[config.mk]
export PLATFORM = sky130hd
export DESIGN_NAME = plrs_link_request
export DESIGN_NICKNAME = d
export VERILOG_FILES = /design/src/pkg/plrs_pkg.sv /design/src/design/plrs_link_request.sv
export VERILOG_INCLUDE_DIRS = /design/src /design/src/pkg
export SDC_FILE = /design/constraint.sdc
export NUM_CORES = 1
export LEC_CHECK = 0
export BUFFER_PORTS_ARGS = -buffer_cell sky130_fd_sc_hd__clkbuf_2
export CAP_MARGIN = 40
export CORE_ASPECT_RATIO = 1.4
export CORE_UTILIZATION = 54
export DETAILED_ROUTE_END_ITERATION = 8
export GPL_TIMING_DRIVEN = 0
export PLACE_DENSITY = 0.8
export SLEW_MARGIN = 40
export SYNTH_ARGS = -nofsm -noshare
export SYNTH_HDL_FRONTEND = slang
export SYNTH_SLANG_ARGS = --single-unit
[constraint.sdc]
create_clock -name clock -period 3.5 [get_ports clock]
set_clock_uncertainty 0.15 [all_clocks]
set_input_delay 0.525 -clock clock [delete_from_list [all_inputs] [get_ports clock]]
set_output_delay 0.525 -clock clock [all_outputs]
set_load 0.01 [all_outputs]
[src/pkg/plrs_cfg.svh]
`ifndef PLRS_CFG_SVH
`define PLRS_CFG_SVH

// phy control pair states, bit0 is the lower bit
`define PLRS_CTL_IDLE      2'h0
`define PLRS_CTL_STATUS    2'h1
`define PLRS_CTL_RECEIVE   2'h2
`define PLRS_CTL_GRANT     2'h3

// request type codes
`define PLRS_TYPE_IMM_ACK  3'h0
`define PLRS_TYPE_ISO      3'h1
`define PLRS_TYPE_PRIORITY 3'h2
`define PLRS_TYPE_FAIR     3'h3
`define PLRS_TYPE_REG_RD   3'h4
`define PLRS_TYPE_REG_WR   3'h5

// speed codes
`define PLRS_SPD_100       2'h0
`define PLRS_SPD_200       2'h1
`define PLRS_SPD_400       2'h2
`define PLRS_SPD_RSVD      2'h3

// stream lengths
`define PLRS_LEN_BUS       5'h07
`define PLRS_LEN_REG_RD    5'h09
`define PLRS_LEN_REG_WR    5'h11
`define PLRS_STATUS_BITS   5'h10
`define PLRS_STATUS_SHORT  5'h04

// register byte offsets
`define PLRS_OFS_CTRL      8'h00
`define PLRS_OFS_REQ       8'h04
`define PLRS_OFS_STAT      8'h08
`define PLRS_OFS_PHYREG    8'h0C

// control register fields and reset value
`define PLRS_CTRL_CM_BIT   0
`define PLRS_CTRL_SPD_LSB  1
`define PLRS_CTRL_RESET    3'h0

// request register fields
`define PLRS_REQ_TYPE_LSB  0
`define PLRS_REQ_SPD_LSB   3
`define PLRS_REQ_ADDR_LSB  5
`define PLRS_REQ_DATA_LSB  9
`define PLRS_REQ_PEND_BIT  31

// status register fields and phy register valid bit
`define PLRS_STAT_PEND     0
`define PLRS_STAT_SENT     1
`define PLRS_STAT_RDPEND   2
`define PLRS_STAT_ISO      3
`define PLRS_STAT_LOST     4
`define PLRS_STAT_REFUSED  5
`define PLRS_STAT_FLAGLSB  6
`define PLRS_PHYREG_VALID  16

// timing
`define PLRS_CLK_PERIOD_NS 40
`define PLRS_CRC_WAIT_NS   160
`define PLRS_CRC_WAIT_CYC  \
	((`PLRS_CRC_WAIT_NS + `PLRS_CLK_PERIOD_NS - 1) / `PLRS_CLK_PERIOD_NS)

`endif

[src/pkg/plrs_pkg.sv]
`default_nettype none
package plrs_pkg;
	typedef enum logic [1:0] {SRC_NONE, SRC_ACK, SRC_CM, SRC_SW} plrs_src_t;
	typedef enum logic [1:0] {RX_IDLE, RX_SHIFT, RX_WAIT} plrs_rx_t;
endpackage
`default_nettype wire

[src/design/plrs_link_request.sv]
`timescale 1ns/1ps
`include "plrs_cfg.svh"
`default_nettype none
module plrs_link_request
(
	input  wire logic        clock,
	input  wire logic        rst_b,
	input  wire logic        psel,
	input  wire logic        penable,
	input  wire logic        pwrite,
	input  wire logic [31:0] paddr,
	input  wire logic [31:0] pwdata,
	output logic      [31:0] prdata,
	output logic             pready,
	output logic             pslverr,
	input  wire logic        phyLinkControlBit0In,
	input  wire logic        phyLinkControlBit1In,
	output logic             phyLinkControlBit0Out,
	output logic             phyLinkControlBit1Out,
	output logic             phyLinkControlBit0Oe_b,
	output logic             phyLinkControlBit1Oe_b,
	input  wire logic [1:0]  phyLinkDataLines,
	output logic             linkRequestLine,
	input  wire logic        cycleStartSeen,
	input  wire logic        cycleStartDue,
	input  wire logic        ackWanted,
	input  wire logic        headerCrcBad,
	output logic             busGrant,
	output logic             ackGrant
);
	localparam logic [2:0] CRC_WAIT = 3'(`PLRS_CRC_WAIT_CYC);

	logic [1:0]  ctlMeta_reg;
	logic [1:0]  ctl_reg;
	logic [1:0]  dataMeta_reg;
	logic [1:0]  data_reg;
	logic        ctlWasIdle_reg;
	logic [2:0]  ctrl_reg;
	logic        swPend_reg;
	logic [2:0]  swType_reg;
	logic [1:0]  swSpd_reg;
	logic [3:0]  swAddr_reg;
	logic [7:0]  swData_reg;
	logic        cmPend_reg;
	logic        ackPend_reg;
	logic        sent_reg;
	plrs_pkg::plrs_src_t src_reg;
	logic [16:0] shift_reg;
	logic [4:0]  left_reg;
	logic        link_request_line_reg;
	logic        isoArmed_reg;
	logic        readPend_reg;
	logic        lost_reg;
	logic        refused_reg;
	logic [2:0]  holdoff_reg;
	logic        release_reg;
	logic        busGrant_reg;
	logic        ackGrant_reg;
	plrs_pkg::plrs_rx_t rxState_reg;
	logic [15:0] rxShift_reg;
	logic [4:0]  rxCount_reg;
	logic [3:0]  statFlags_reg;
	logic [11:0] phyReg_reg;
	logic        phyRegValid_reg;

	logic        wrEn;
	logic        rdEn;
	logic        mapped;
	logic [7:0]  ofs;
	logic        idleReady;
	logic        receiving;
	logic        granted;
	logic        serFree;
	logic        launchAck;
	logic        launchCm;
	logic        launchSw;
	logic        swIsReg;
	logic        swIsIso;
	logic        swBadType;
	logic        lostNow;
	logic [16:0] frame;
	logic [4:0]  frameLen;
	logic [2:0]  launchType;
	logic [1:0]  launchSpd;
	logic [15:0] rxWord;

	// pins cross from the phy side through two flops each
	always_ff @(posedge clock or negedge rst_b)
	begin
		if (!rst_b)
		begin
			ctlMeta_reg  <= 2'h0;
			ctl_reg      <= 2'h0;
			dataMeta_reg <= 2'h0;
			data_reg     <= 2'h0;
		end
		else
		begin
			ctlMeta_reg  <= {phyLinkControlBit1In, phyLinkControlBit0In};
			ctl_reg      <= ctlMeta_reg;
			dataMeta_reg <= phyLinkDataLines;
			data_reg     <= dataMeta_reg;
		end
	end

	always_ff @(posedge clock or negedge rst_b)
	begin
		if (!rst_b)
			ctlWasIdle_reg <= 1'b0;
		else
			ctlWasIdle_reg <= (ctl_reg == `PLRS_CTL_IDLE);
	end

	// idle must have been seen a clock earlier, not merely now
	assign idleReady = ctlWasIdle_reg && (ctl_reg == `PLRS_CTL_IDLE);
	assign receiving = (ctl_reg == `PLRS_CTL_RECEIVE);
	assign granted   = (ctl_reg == `PLRS_CTL_GRANT) && sent_reg;
	assign serFree   = (left_reg == 5'h00) && (holdoff_reg == 3'h0);

	assign swIsReg = (swType_reg == `PLRS_TYPE_REG_RD) ||
		(swType_reg == `PLRS_TYPE_REG_WR);
	assign swIsIso = (swType_reg == `PLRS_TYPE_ISO);

	// software may not ask for immediate ack or reserved codes
	assign swBadType = (pwdata[2:0] == `PLRS_TYPE_IMM_ACK) ||
		(pwdata[2:0] > `PLRS_TYPE_REG_WR) ||
		(pwdata[4:3] == `PLRS_SPD_RSVD);

	// ack wins: it only has a point while the packet still arrives
	assign launchAck = serFree && ackPend_reg && receiving && !sent_reg;
	assign launchCm  = serFree && !launchAck && cmPend_reg && !sent_reg &&
		idleReady;
	assign launchSw  = serFree && !launchAck && !launchCm && swPend_reg &&
		(swIsReg || (!sent_reg && (swIsIso ? isoArmed_reg : idleReady)));

	assign lostNow = sent_reg && receiving &&
		(src_reg == plrs_pkg::SRC_CM || (src_reg == plrs_pkg::SRC_SW &&
		!swIsIso));

	always_comb
	begin
		launchType = swType_reg;
		launchSpd  = swSpd_reg;
		if (launchAck)
		begin
			launchType = `PLRS_TYPE_IMM_ACK;
			launchSpd  = ctrl_reg[`PLRS_CTRL_SPD_LSB +: 2];
		end
		else if (launchCm)
		begin
			launchType = `PLRS_TYPE_PRIORITY;
			launchSpd  = ctrl_reg[`PLRS_CTRL_SPD_LSB +: 2];
		end
	end

	// first bit to go sits at the top; fields go out msb first
	always_comb
	begin
		case (launchType)
			`PLRS_TYPE_REG_WR:
			begin
				frame    = {1'b1, launchType, swAddr_reg, swData_reg, 1'b0};
				frameLen = `PLRS_LEN_REG_WR;
			end
			`PLRS_TYPE_REG_RD:
			begin
				frame    = {1'b1, launchType, swAddr_reg, 1'b0, 8'h00};
				frameLen = `PLRS_LEN_REG_RD;
			end
			default:
			begin
				frame    = {1'b1, launchType, launchSpd, 1'b0, 10'h000};
				frameLen = `PLRS_LEN_BUS;
			end
		endcase
	end

	// serial request output, one bit per edge, low when idle
	always_ff @(posedge clock or negedge rst_b)
	begin
		if (!rst_b)
		begin
			shift_reg <= 17'h00000;
			left_reg  <= 5'h00;
			link_request_line_reg  <= 1'b0;
		end
		else if (launchAck || launchCm || launchSw)
		begin
			link_request_line_reg  <= frame[16];
			shift_reg <= {frame[15:0], 1'b0};
			left_reg  <= frameLen - 5'h01;
		end
		else if (left_reg != 5'h00)
		begin
			link_request_line_reg  <= shift_reg[16];
			shift_reg <= {shift_reg[15:0], 1'b0};
			left_reg  <= left_reg - 5'h01;
		end
		else
			link_request_line_reg <= 1'b0;
	end

	// a bus request stays outstanding until granted or lost; an ack request until granted or idle
	always_ff @(posedge clock or negedge rst_b)
	begin
		if (!rst_b)
		begin
			sent_reg <= 1'b0;
			src_reg  <= plrs_pkg::SRC_NONE;
		end
		else if (launchAck || launchCm || (launchSw && !swIsReg))
		begin
			sent_reg <= 1'b1;
			src_reg  <= launchAck ? plrs_pkg::SRC_ACK :
				(launchCm ? plrs_pkg::SRC_CM : plrs_pkg::SRC_SW);
		end
		else if (granted || lostNow)
		begin
			sent_reg <= 1'b0;
			src_reg  <= plrs_pkg::SRC_NONE;
		end
		else if (src_reg == plrs_pkg::SRC_ACK && ctl_reg == `PLRS_CTL_IDLE)
		begin
			sent_reg <= 1'b0;
			src_reg  <= plrs_pkg::SRC_NONE;
		end
	end

	always_ff @(posedge clock or negedge rst_b)
	begin
		if (!rst_b)
			ackPend_reg <= 1'b0;
		else if (ackWanted)
			ackPend_reg <= 1'b1;
		else if (launchAck || !receiving)
			ackPend_reg <= 1'b0;
	end

	always_ff @(posedge clock or negedge rst_b)
	begin
		if (!rst_b)
			cmPend_reg <= 1'b0;
		else if (cycleStartDue && ctrl_reg[`PLRS_CTRL_CM_BIT])
			cmPend_reg <= 1'b1;
		else if (granted && src_reg == plrs_pkg::SRC_CM)
			cmPend_reg <= 1'b0;
	end

	// armed by a cycle start, disarmed by the fair gap ending the cycle
	always_ff @(posedge clock or negedge rst_b)
	begin
		if (!rst_b)
			isoArmed_reg <= 1'b0;
		else if (cycleStartSeen)
			isoArmed_reg <= 1'b1;
		else if (rxState_reg == plrs_pkg::RX_SHIFT &&
			rxCount_reg == `PLRS_STATUS_SHORT && rxShift_reg[2])
			isoArmed_reg <= 1'b0;
	end

	// bad crc: drive idle once to give the grant back, then keep quiet
	always_ff @(posedge clock or negedge rst_b)
	begin
		if (!rst_b)
		begin
			release_reg  <= 1'b0;
			holdoff_reg  <= 3'h0;
			busGrant_reg <= 1'b0;
			ackGrant_reg <= 1'b0;
		end
		else
		begin
			release_reg  <= granted && src_reg == plrs_pkg::SRC_ACK &&
				headerCrcBad;
			busGrant_reg <= granted && src_reg != plrs_pkg::SRC_ACK;
			ackGrant_reg <= granted && src_reg == plrs_pkg::SRC_ACK &&
				!headerCrcBad;
			if (granted && src_reg == plrs_pkg::SRC_ACK && headerCrcBad)
				holdoff_reg <= CRC_WAIT;
			else if (holdoff_reg != 3'h0)
				holdoff_reg <= holdoff_reg - 3'h1;
		end
	end

	// status receive: d0 carries the earlier bit of each pair
	assign rxWord = {rxShift_reg[13:0], data_reg[0], data_reg[1]};

	always_ff @(posedge clock or negedge rst_b)
	begin
		if (!rst_b)
		begin
			rxState_reg <= plrs_pkg::RX_IDLE;
			rxShift_reg <= 16'h0000;
			rxCount_reg <= 5'h00;
		end
		else
		begin
			case (rxState_reg)
				plrs_pkg::RX_IDLE:
					if (ctl_reg == `PLRS_CTL_STATUS)
					begin
						rxState_reg <= plrs_pkg::RX_SHIFT;
						rxShift_reg <= rxWord;
						rxCount_reg <= 5'h02;
					end
				plrs_pkg::RX_SHIFT:
					if (ctl_reg != `PLRS_CTL_STATUS ||
						rxCount_reg == `PLRS_STATUS_BITS)
					begin
						rxState_reg <= plrs_pkg::RX_WAIT;
						rxCount_reg <= 5'h00;
					end
					else
					begin
						rxShift_reg <= rxWord;
						rxCount_reg <= rxCount_reg + 5'h02;
					end
				plrs_pkg::RX_WAIT:
					if (ctl_reg == `PLRS_CTL_IDLE)
						rxState_reg <= plrs_pkg::RX_IDLE;
				default:
					rxState_reg <= plrs_pkg::RX_IDLE;
			endcase
		end
	end

	// flags latch at four bits; a full word also carries register data
	always_ff @(posedge clock or negedge rst_b)
	begin
		if (!rst_b)
		begin
			statFlags_reg   <= 4'h0;
			phyReg_reg      <= 12'h000;
			phyRegValid_reg <= 1'b0;
		end
		else if (rxState_reg == plrs_pkg::RX_SHIFT &&
			ctl_reg != `PLRS_CTL_RECEIVE)
		begin
			// a short status ends on idle; receive here means it was cut
			if (rxCount_reg == `PLRS_STATUS_SHORT)
				statFlags_reg <= {rxShift_reg[0], rxShift_reg[1],
					rxShift_reg[2], rxShift_reg[3]};
			if (rxCount_reg == `PLRS_STATUS_BITS - 5'h02 &&
				ctl_reg == `PLRS_CTL_STATUS)
			begin
				phyReg_reg      <= {rxWord[11:8], rxWord[7:0]};
				phyRegValid_reg <= 1'b1;
			end
		end
		else if (launchSw && swType_reg == `PLRS_TYPE_REG_RD)
			phyRegValid_reg <= 1'b0;
	end

	// apb slave, no wait states
	assign ofs    = paddr[7:0];
	assign mapped = (paddr[31:8] == 24'h000000) && (ofs[1:0] == 2'h0) &&
		(ofs <= `PLRS_OFS_PHYREG);
	assign wrEn   = psel && penable && pwrite && mapped;
	assign rdEn   = psel && penable && !pwrite && mapped;
	assign pready = 1'b1;
	assign pslverr = psel && penable && !mapped;

	always_ff @(posedge clock or negedge rst_b)
	begin
		if (!rst_b)
			ctrl_reg <= `PLRS_CTRL_RESET;
		else if (wrEn && ofs == `PLRS_OFS_CTRL)
			ctrl_reg <= pwdata[2:0];
	end

	// a new request is only taken once the previous one has cleared
	always_ff @(posedge clock or negedge rst_b)
	begin
		if (!rst_b)
		begin
			swPend_reg <= 1'b0;
			swType_reg <= `PLRS_TYPE_FAIR;
			swSpd_reg  <= `PLRS_SPD_100;
			swAddr_reg <= 4'h0;
			swData_reg <= 8'h00;
		end
		else if (wrEn && ofs == `PLRS_OFS_REQ && !swPend_reg && !swBadType)
		begin
			swPend_reg <= 1'b1;
			swType_reg <= pwdata[`PLRS_REQ_TYPE_LSB +: 3];
			swSpd_reg  <= pwdata[`PLRS_REQ_SPD_LSB +: 2];
			swAddr_reg <= pwdata[`PLRS_REQ_ADDR_LSB +: 4];
			swData_reg <= pwdata[`PLRS_REQ_DATA_LSB +: 8];
		end
		else if ((launchSw && swIsReg) ||
			(granted && src_reg == plrs_pkg::SRC_SW))
			swPend_reg <= 1'b0;
	end

	always_ff @(posedge clock or negedge rst_b)
	begin
		if (!rst_b)
			readPend_reg <= 1'b0;
		else if (launchSw && swType_reg == `PLRS_TYPE_REG_RD)
			readPend_reg <= 1'b1;
		else if (rxState_reg == plrs_pkg::RX_SHIFT &&
			rxCount_reg == `PLRS_STATUS_BITS - 5'h02 &&
			ctl_reg == `PLRS_CTL_STATUS)
			readPend_reg <= 1'b0;
	end

	// sticky flags, write one to clear; a new event beats the clear
	always_ff @(posedge clock or negedge rst_b)
	begin
		if (!rst_b)
		begin
			lost_reg    <= 1'b0;
			refused_reg <= 1'b0;
		end
		else
		begin
			if (lostNow)
				lost_reg <= 1'b1;
			else if (wrEn && ofs == `PLRS_OFS_STAT &&
				pwdata[`PLRS_STAT_LOST])
				lost_reg <= 1'b0;
			if (wrEn && ofs == `PLRS_OFS_REQ && (swPend_reg || swBadType))
				refused_reg <= 1'b1;
			else if (wrEn && ofs == `PLRS_OFS_STAT &&
				pwdata[`PLRS_STAT_REFUSED])
				refused_reg <= 1'b0;
		end
	end

	always_comb
	begin
		prdata = 32'h00000000;
		if (rdEn)
		begin
			case (ofs)
				`PLRS_OFS_CTRL:
					prdata[2:0] = ctrl_reg;
				`PLRS_OFS_REQ:
				begin
					prdata[16:0] = {swData_reg, swAddr_reg, swSpd_reg,
						swType_reg};
					prdata[`PLRS_REQ_PEND_BIT] = swPend_reg;
				end
				`PLRS_OFS_STAT:
					prdata[9:0] = {statFlags_reg, refused_reg, lost_reg,
						isoArmed_reg, readPend_reg, sent_reg, swPend_reg};
				`PLRS_OFS_PHYREG:
				begin
					prdata[11:0] = phyReg_reg;
					prdata[`PLRS_PHYREG_VALID] = phyRegValid_reg;
				end
				default:
					prdata = 32'h00000000;
			endcase
		end
	end

	assign linkRequestLine        = link_request_line_reg;
	assign phyLinkControlBit0Out  = 1'b0;
	assign phyLinkControlBit1Out  = 1'b0;
	assign phyLinkControlBit0Oe_b = !release_reg;
	assign phyLinkControlBit1Oe_b = !release_reg;
	assign busGrant               = busGrant_reg;
	assign ackGrant               = ackGrant_reg;
endmodule // plrs_link_request
`default_nettype wire

-- Word level (Yosys, flattened, before mapping)
Cells that the tools add are included.
- reduce and logical (&&, ||, !) cells: 103
- equality and inequality tests: 28
- add/sub/neg operators: 4
- mux-type cells: 57
- magnitude comparators: 2
- operator list (cell ; number):
    $logic_and A1 B1 Y1 ; 50
    $mux W17 ; 2
    $mux W32 ; 1
    $pmux W13 S2 ; 1
    $mux W1 ; 25
    $logic_not A24 Y1 ; 1
    $reduce_bool A2 Y1 ; 11
    $pmux W7 S3 ; 1
    $mux W10 ; 2
    $mux W5 ; 4
    $pmux W10 S2 ; 1
    $pmux W5 S2 ; 2
    $mux W2 ; 9
    $eq A8 B4 Y1 const B ; 2
    $logic_or A1 B1 Y1 ; 13
    $eq A2 B2 Y1 const B ; 6
    $eq A3 B3 Y1 const B ; 4
    $logic_not A1 Y1 ; 12
    $mux W3 ; 4
    $pmux W3 S4 ; 1
    $sub A5 B1 Y5 const B ; 2
    $eq A8 B3 Y1 const B ; 1
    $le A8 B4 Y1 const B ; 1
    $logic_not A8 Y1 ; 1
    21 further kinds ; 37
- flip-flop bits (word level): 102
- logic and storage cells: 226
- output and inout bits: 41
- bits of input ports: 77

-- Logic depth before layout (Yosys ltp)
- depth in word-level cells: 18
- gate-level depth with buffers: 13
- mapped depth without buffers: 12

-- Worst setup path after synthesis
No wires, ideal clock.
- path kind: input to output
- start point: input paddr[1]
- end point: output prdata[31]
- data arrival time: 2.077 ns
- setup slack: 0.748 ns
- data required time: 2.825 ns
- stages: 5
- buffers on the path: 1
- cells stage by stage: nor4_1 -> nand4_1 -> or4_1 -> clkbuf_1 -> nor3_1
- word-level cells in the longest chain between the ends: 5
- elaborated cells between the ends (all ways): 8
- classes of those cells: 1 x order compare; 1 x eq/ne; 2 x mux; 4 x reduce/logical
- RTL lines (what ; RTL line ; text):
    from (decl) ; plrs_link_request.sv:11 ; input wire logic [31:0] paddr,
    parallel branches: the longest is 4 deep, another holds $le A8 B4 Y1 ; - ;
    $mux W32 * ; plrs_link_request.sv:433 ; if (rdEn)
    to (decl) ; plrs_link_request.sv:13 ; output logic [31:0] prdata,
Mark *: on every way between the ends.

-- Worst setup path in the final report
Same ends and word-level chain as after synthesis.

==> results_dict.tcl <==
set metrics [dict create \
    hp-class "input port to flop" \
    routed-via-count 3899 \
    h-tree-depth 3 \
    fin_crit_ps 3230 \
    synthToLayoutAreaGrowth_pct 18.7 \
    cts_root_buf "clkbuf_16" \
    die_h_um 117 \
    fmax_ghz 0.310 \
    worstMarginPinSlew_ps 638 \
    drv_cap 0 \
    ys_warn_count 0 \
    post-synth-top-area-fraction_pct 47.9 \
    ios 118 \
    cp-start-kind "input port" \
    cts.path.max_buffers 2 \
    grt_usage_pct 24.8 \
    r2r_cells 12 \
    clkTransAtPathRegs_ps 60 \
    relSlewSlack_pct 56.9 \
    grt_max_degree 64 \
    ys.flop_type "dfrtp_1" \
    stdcell_count 667 \
    portBuffers 84 \
    fp.dieW_um 83.9 \
    r2r-start "ctl_reg[1]" \
    cts-buffers-inserted 9 \
    grt_pass1_wl_um 18500 \
    p_leak_nw 2.91 \
    largest_reg_flops 15 \
    dr.pass1.iters 7 \
    async_reset_ff_share_pct 100 \
    grt.overflow.total 0 \
    crit_fanout 10 \
    end_kind "output port" \
    ys_seq_area_share_pct 49.0 \
    clock_sinks 99 \
    hold_end "dataMeta_reg[0]" \
    worstPathRequired_ps 2820 \
    hold_viol 0 \
    rrSetupSlack_ps 520 \
    drt-initial-drc-count 230 \
    dpl.cell_count 651 \
    final_nets 637 \
    antenna_found_initial 0 \
    num_rows 41 \
    critPathArrivalTime_ps 2550 \
    tns_ps 0 \
    cts_tree "built" \
    drive_gt1_share_pct 34.8 \
    ys_top_cells_by_area "dfrtp_1 (48%), mux2_2 (8.9%), buf_4 (3.0%)" \
    syn_area_per_cell_sq_um 11.4 \
    clk_latency_ps 350 \
    violations "design-rule violations" \
    hold_ws_ps 135 \
    rsz0062_at_grt "false" \
    routedWlPerCell_um 17.6 \
    status "finished, violations left" \
    synth-seq-cells 99 \
    ir_worst_vdd_mv 0.508 \
    maxSlewViolCount 0 \
    hpwl_um 8810 \
    routed_via_density 5.85 \
    synth_area_sq_um 5070 \
    powerDensity_nw_per_um2 549 \
    gp_congestion 0.891 \
    drc 8 \
    finalCritPeriodShare_pct 92.2 \
    synth_cell_types 70 \
    r2r-end "left_reg[4]" \
    synth-edff-count 0 \
    antenna_left 0 \
    synth_top_area_cell "dfrtp_1" \
    start_util_pct 55.8 \
    hold_path.startpoint "phyLinkDataLines[0]" \
    min_path_cells 1 \
    n_antenna_cell 0 \
    core_area_sq_um 9080 \
    drt_wl_total_um 11800 \
    grt_pass1_vias 3734 \
    setup_viol 0 \
    syn_inst 444 \
    path_class "input port to output port" \
    die-area_sq_um 9780 \
]
==> stage by stage <==
step	instance area [sq um]	setup slack, ps	power [mW]	utilization, %
after floorplan	5120	748	2.08	-
after global placement	5680	337	2.26	62.5
after detailed placement	5710	290	2.32	62.9
after CTS	6010	281	3.31	66.2
after global routing	6010	164	3.46	66.2
final	6010	272	3.30	66.2
==> critical path: stages <==
cell and delay [ps]:
clkbuf_2 90, nor4_1 440, nand4_1 290, or4_1 520, clkbuf_1 260, nor3_1 250, clkbuf_2 170
==> cells in the final DEF (no fill, tap or decap), drive strengths merged, types with 8 or more instances in the layout <==
cell type	synthesis	final
clkbuf	10	103
dfrtp	97	97
mux2	54	54
nand2	33	33
nor2	33	33
buf	27	28
conb	2	17
nor4	14	14
nor3	13	13
o21ai	12	12
inv	10	11
nor2b	10	10
mux2i	10	10
nand3	10	10
nand2b	8	8
a22oi	8	8
a21oi	8	8
==> cell usage after synthesis, types with 3 or more instances <==
| master | count |
|---|---|
| and2_1 | 5 |
| a32o_1 | 4 |
| mux2_1 | 6 |
| nor3_1 | 10 |
| and3_1 | 3 |
| nand3_1 | 9 |
| mux2_4 | 8 |
| a211o_1 | 3 |
| buf_4 | 20 |
| o31ai_1 | 3 |
| clkbuf_1 | 10 |
| nor2_1 | 32 |
| a2bb2oi_1 | 7 |
| buf_6 | 3 |
| mux2i_1 | 9 |
| o21ai_1 | 3 |
| o211ai_1 | 7 |
| a211oi_1 | 3 |
| nand2b_1 | 8 |
| ha_1 | 4 |
| mux4_2 | 3 |
| nor4_1 | 10 |
| o21ai_0 | 9 |
| inv_1 | 10 |
| a22oi_1 | 8 |
| nand2_1 | 33 |
| o21a_1 | 4 |
| buf_2 | 3 |
| nor2b_1 | 10 |
| mux2_2 | 40 |
| dfrtp_1 | 97 |
| a21oi_1 | 8 |
==> cell type report <==
type,count,area [sq um]
fill,697,3070
sequential,99,2480
multi-input combinational,313,2360
timing repair buffer,86,467
buffer,37,240
clock buffer,9,225
tap,107,134
clock inverter,6,66.3
inverter,10,37.5
==> worst max path at each step <==
stage / startpoint / to / slack (ps) / cells past startpoint
finish: paddr[1] / prdata[31] / 270 / 7
global route: paddr[1] / prdata[31] / 160 / 7
CTS: paddr[1] / prdata[31] / 280 / 7
detailed placement: paddr[1] / prdata[31] / 290 / 7
global placement: paddr[1] / prdata[31] / 340 / 7
floorplan: paddr[1] / prdata[31] / 750 / 5
==> power breakdown <==
part | switching [mW] | internal (mW) | total, mW
Clock | 0.434 | 0.553 | 0.987
Combinational | 0.370 | 0.377 | 0.748
Sequential | 0.195 | 1.37 | 1.57
==> routing by layer <==
| layer | up-vias | GRT usage, % | wire (um) |
|---|---|---|---|
| met4 | 0 | 13.4 | 358 |
| met5 | - | 0 | 0 |
| met1 | 1952 | 28.8 | 4680 |
| met2 | 98 | 44.7 | 6360 |
| li1 | 1823 | - | - |
| met3 | 26 | 3.25 | 362 |
==> logic make-up (layout without fill, tap and decap cells) <==
kind of cell / after synthesis / after routing / synth area share, %
compound gates: 80 / 80 / 11.8
mux: 67 / 67 / 16.2
xor+xnor: 1 / 1 / 0.173
flops: 99 / 99 / 49.0
buf+inv: 47 / 148 / 5.48
other cells: 2 / 17 / 0.148
fa+ha+maj: 4 / 4 / 0.988
simple gates: 144 / 144 / 16.3
==> what timing repair did <==
item,CTS,global route
resized for setup,0,0
hold buffers,1,0
hold endpoints to repair,36,0
setup buffers,0,0
Power figures use the tool's default switching activity.
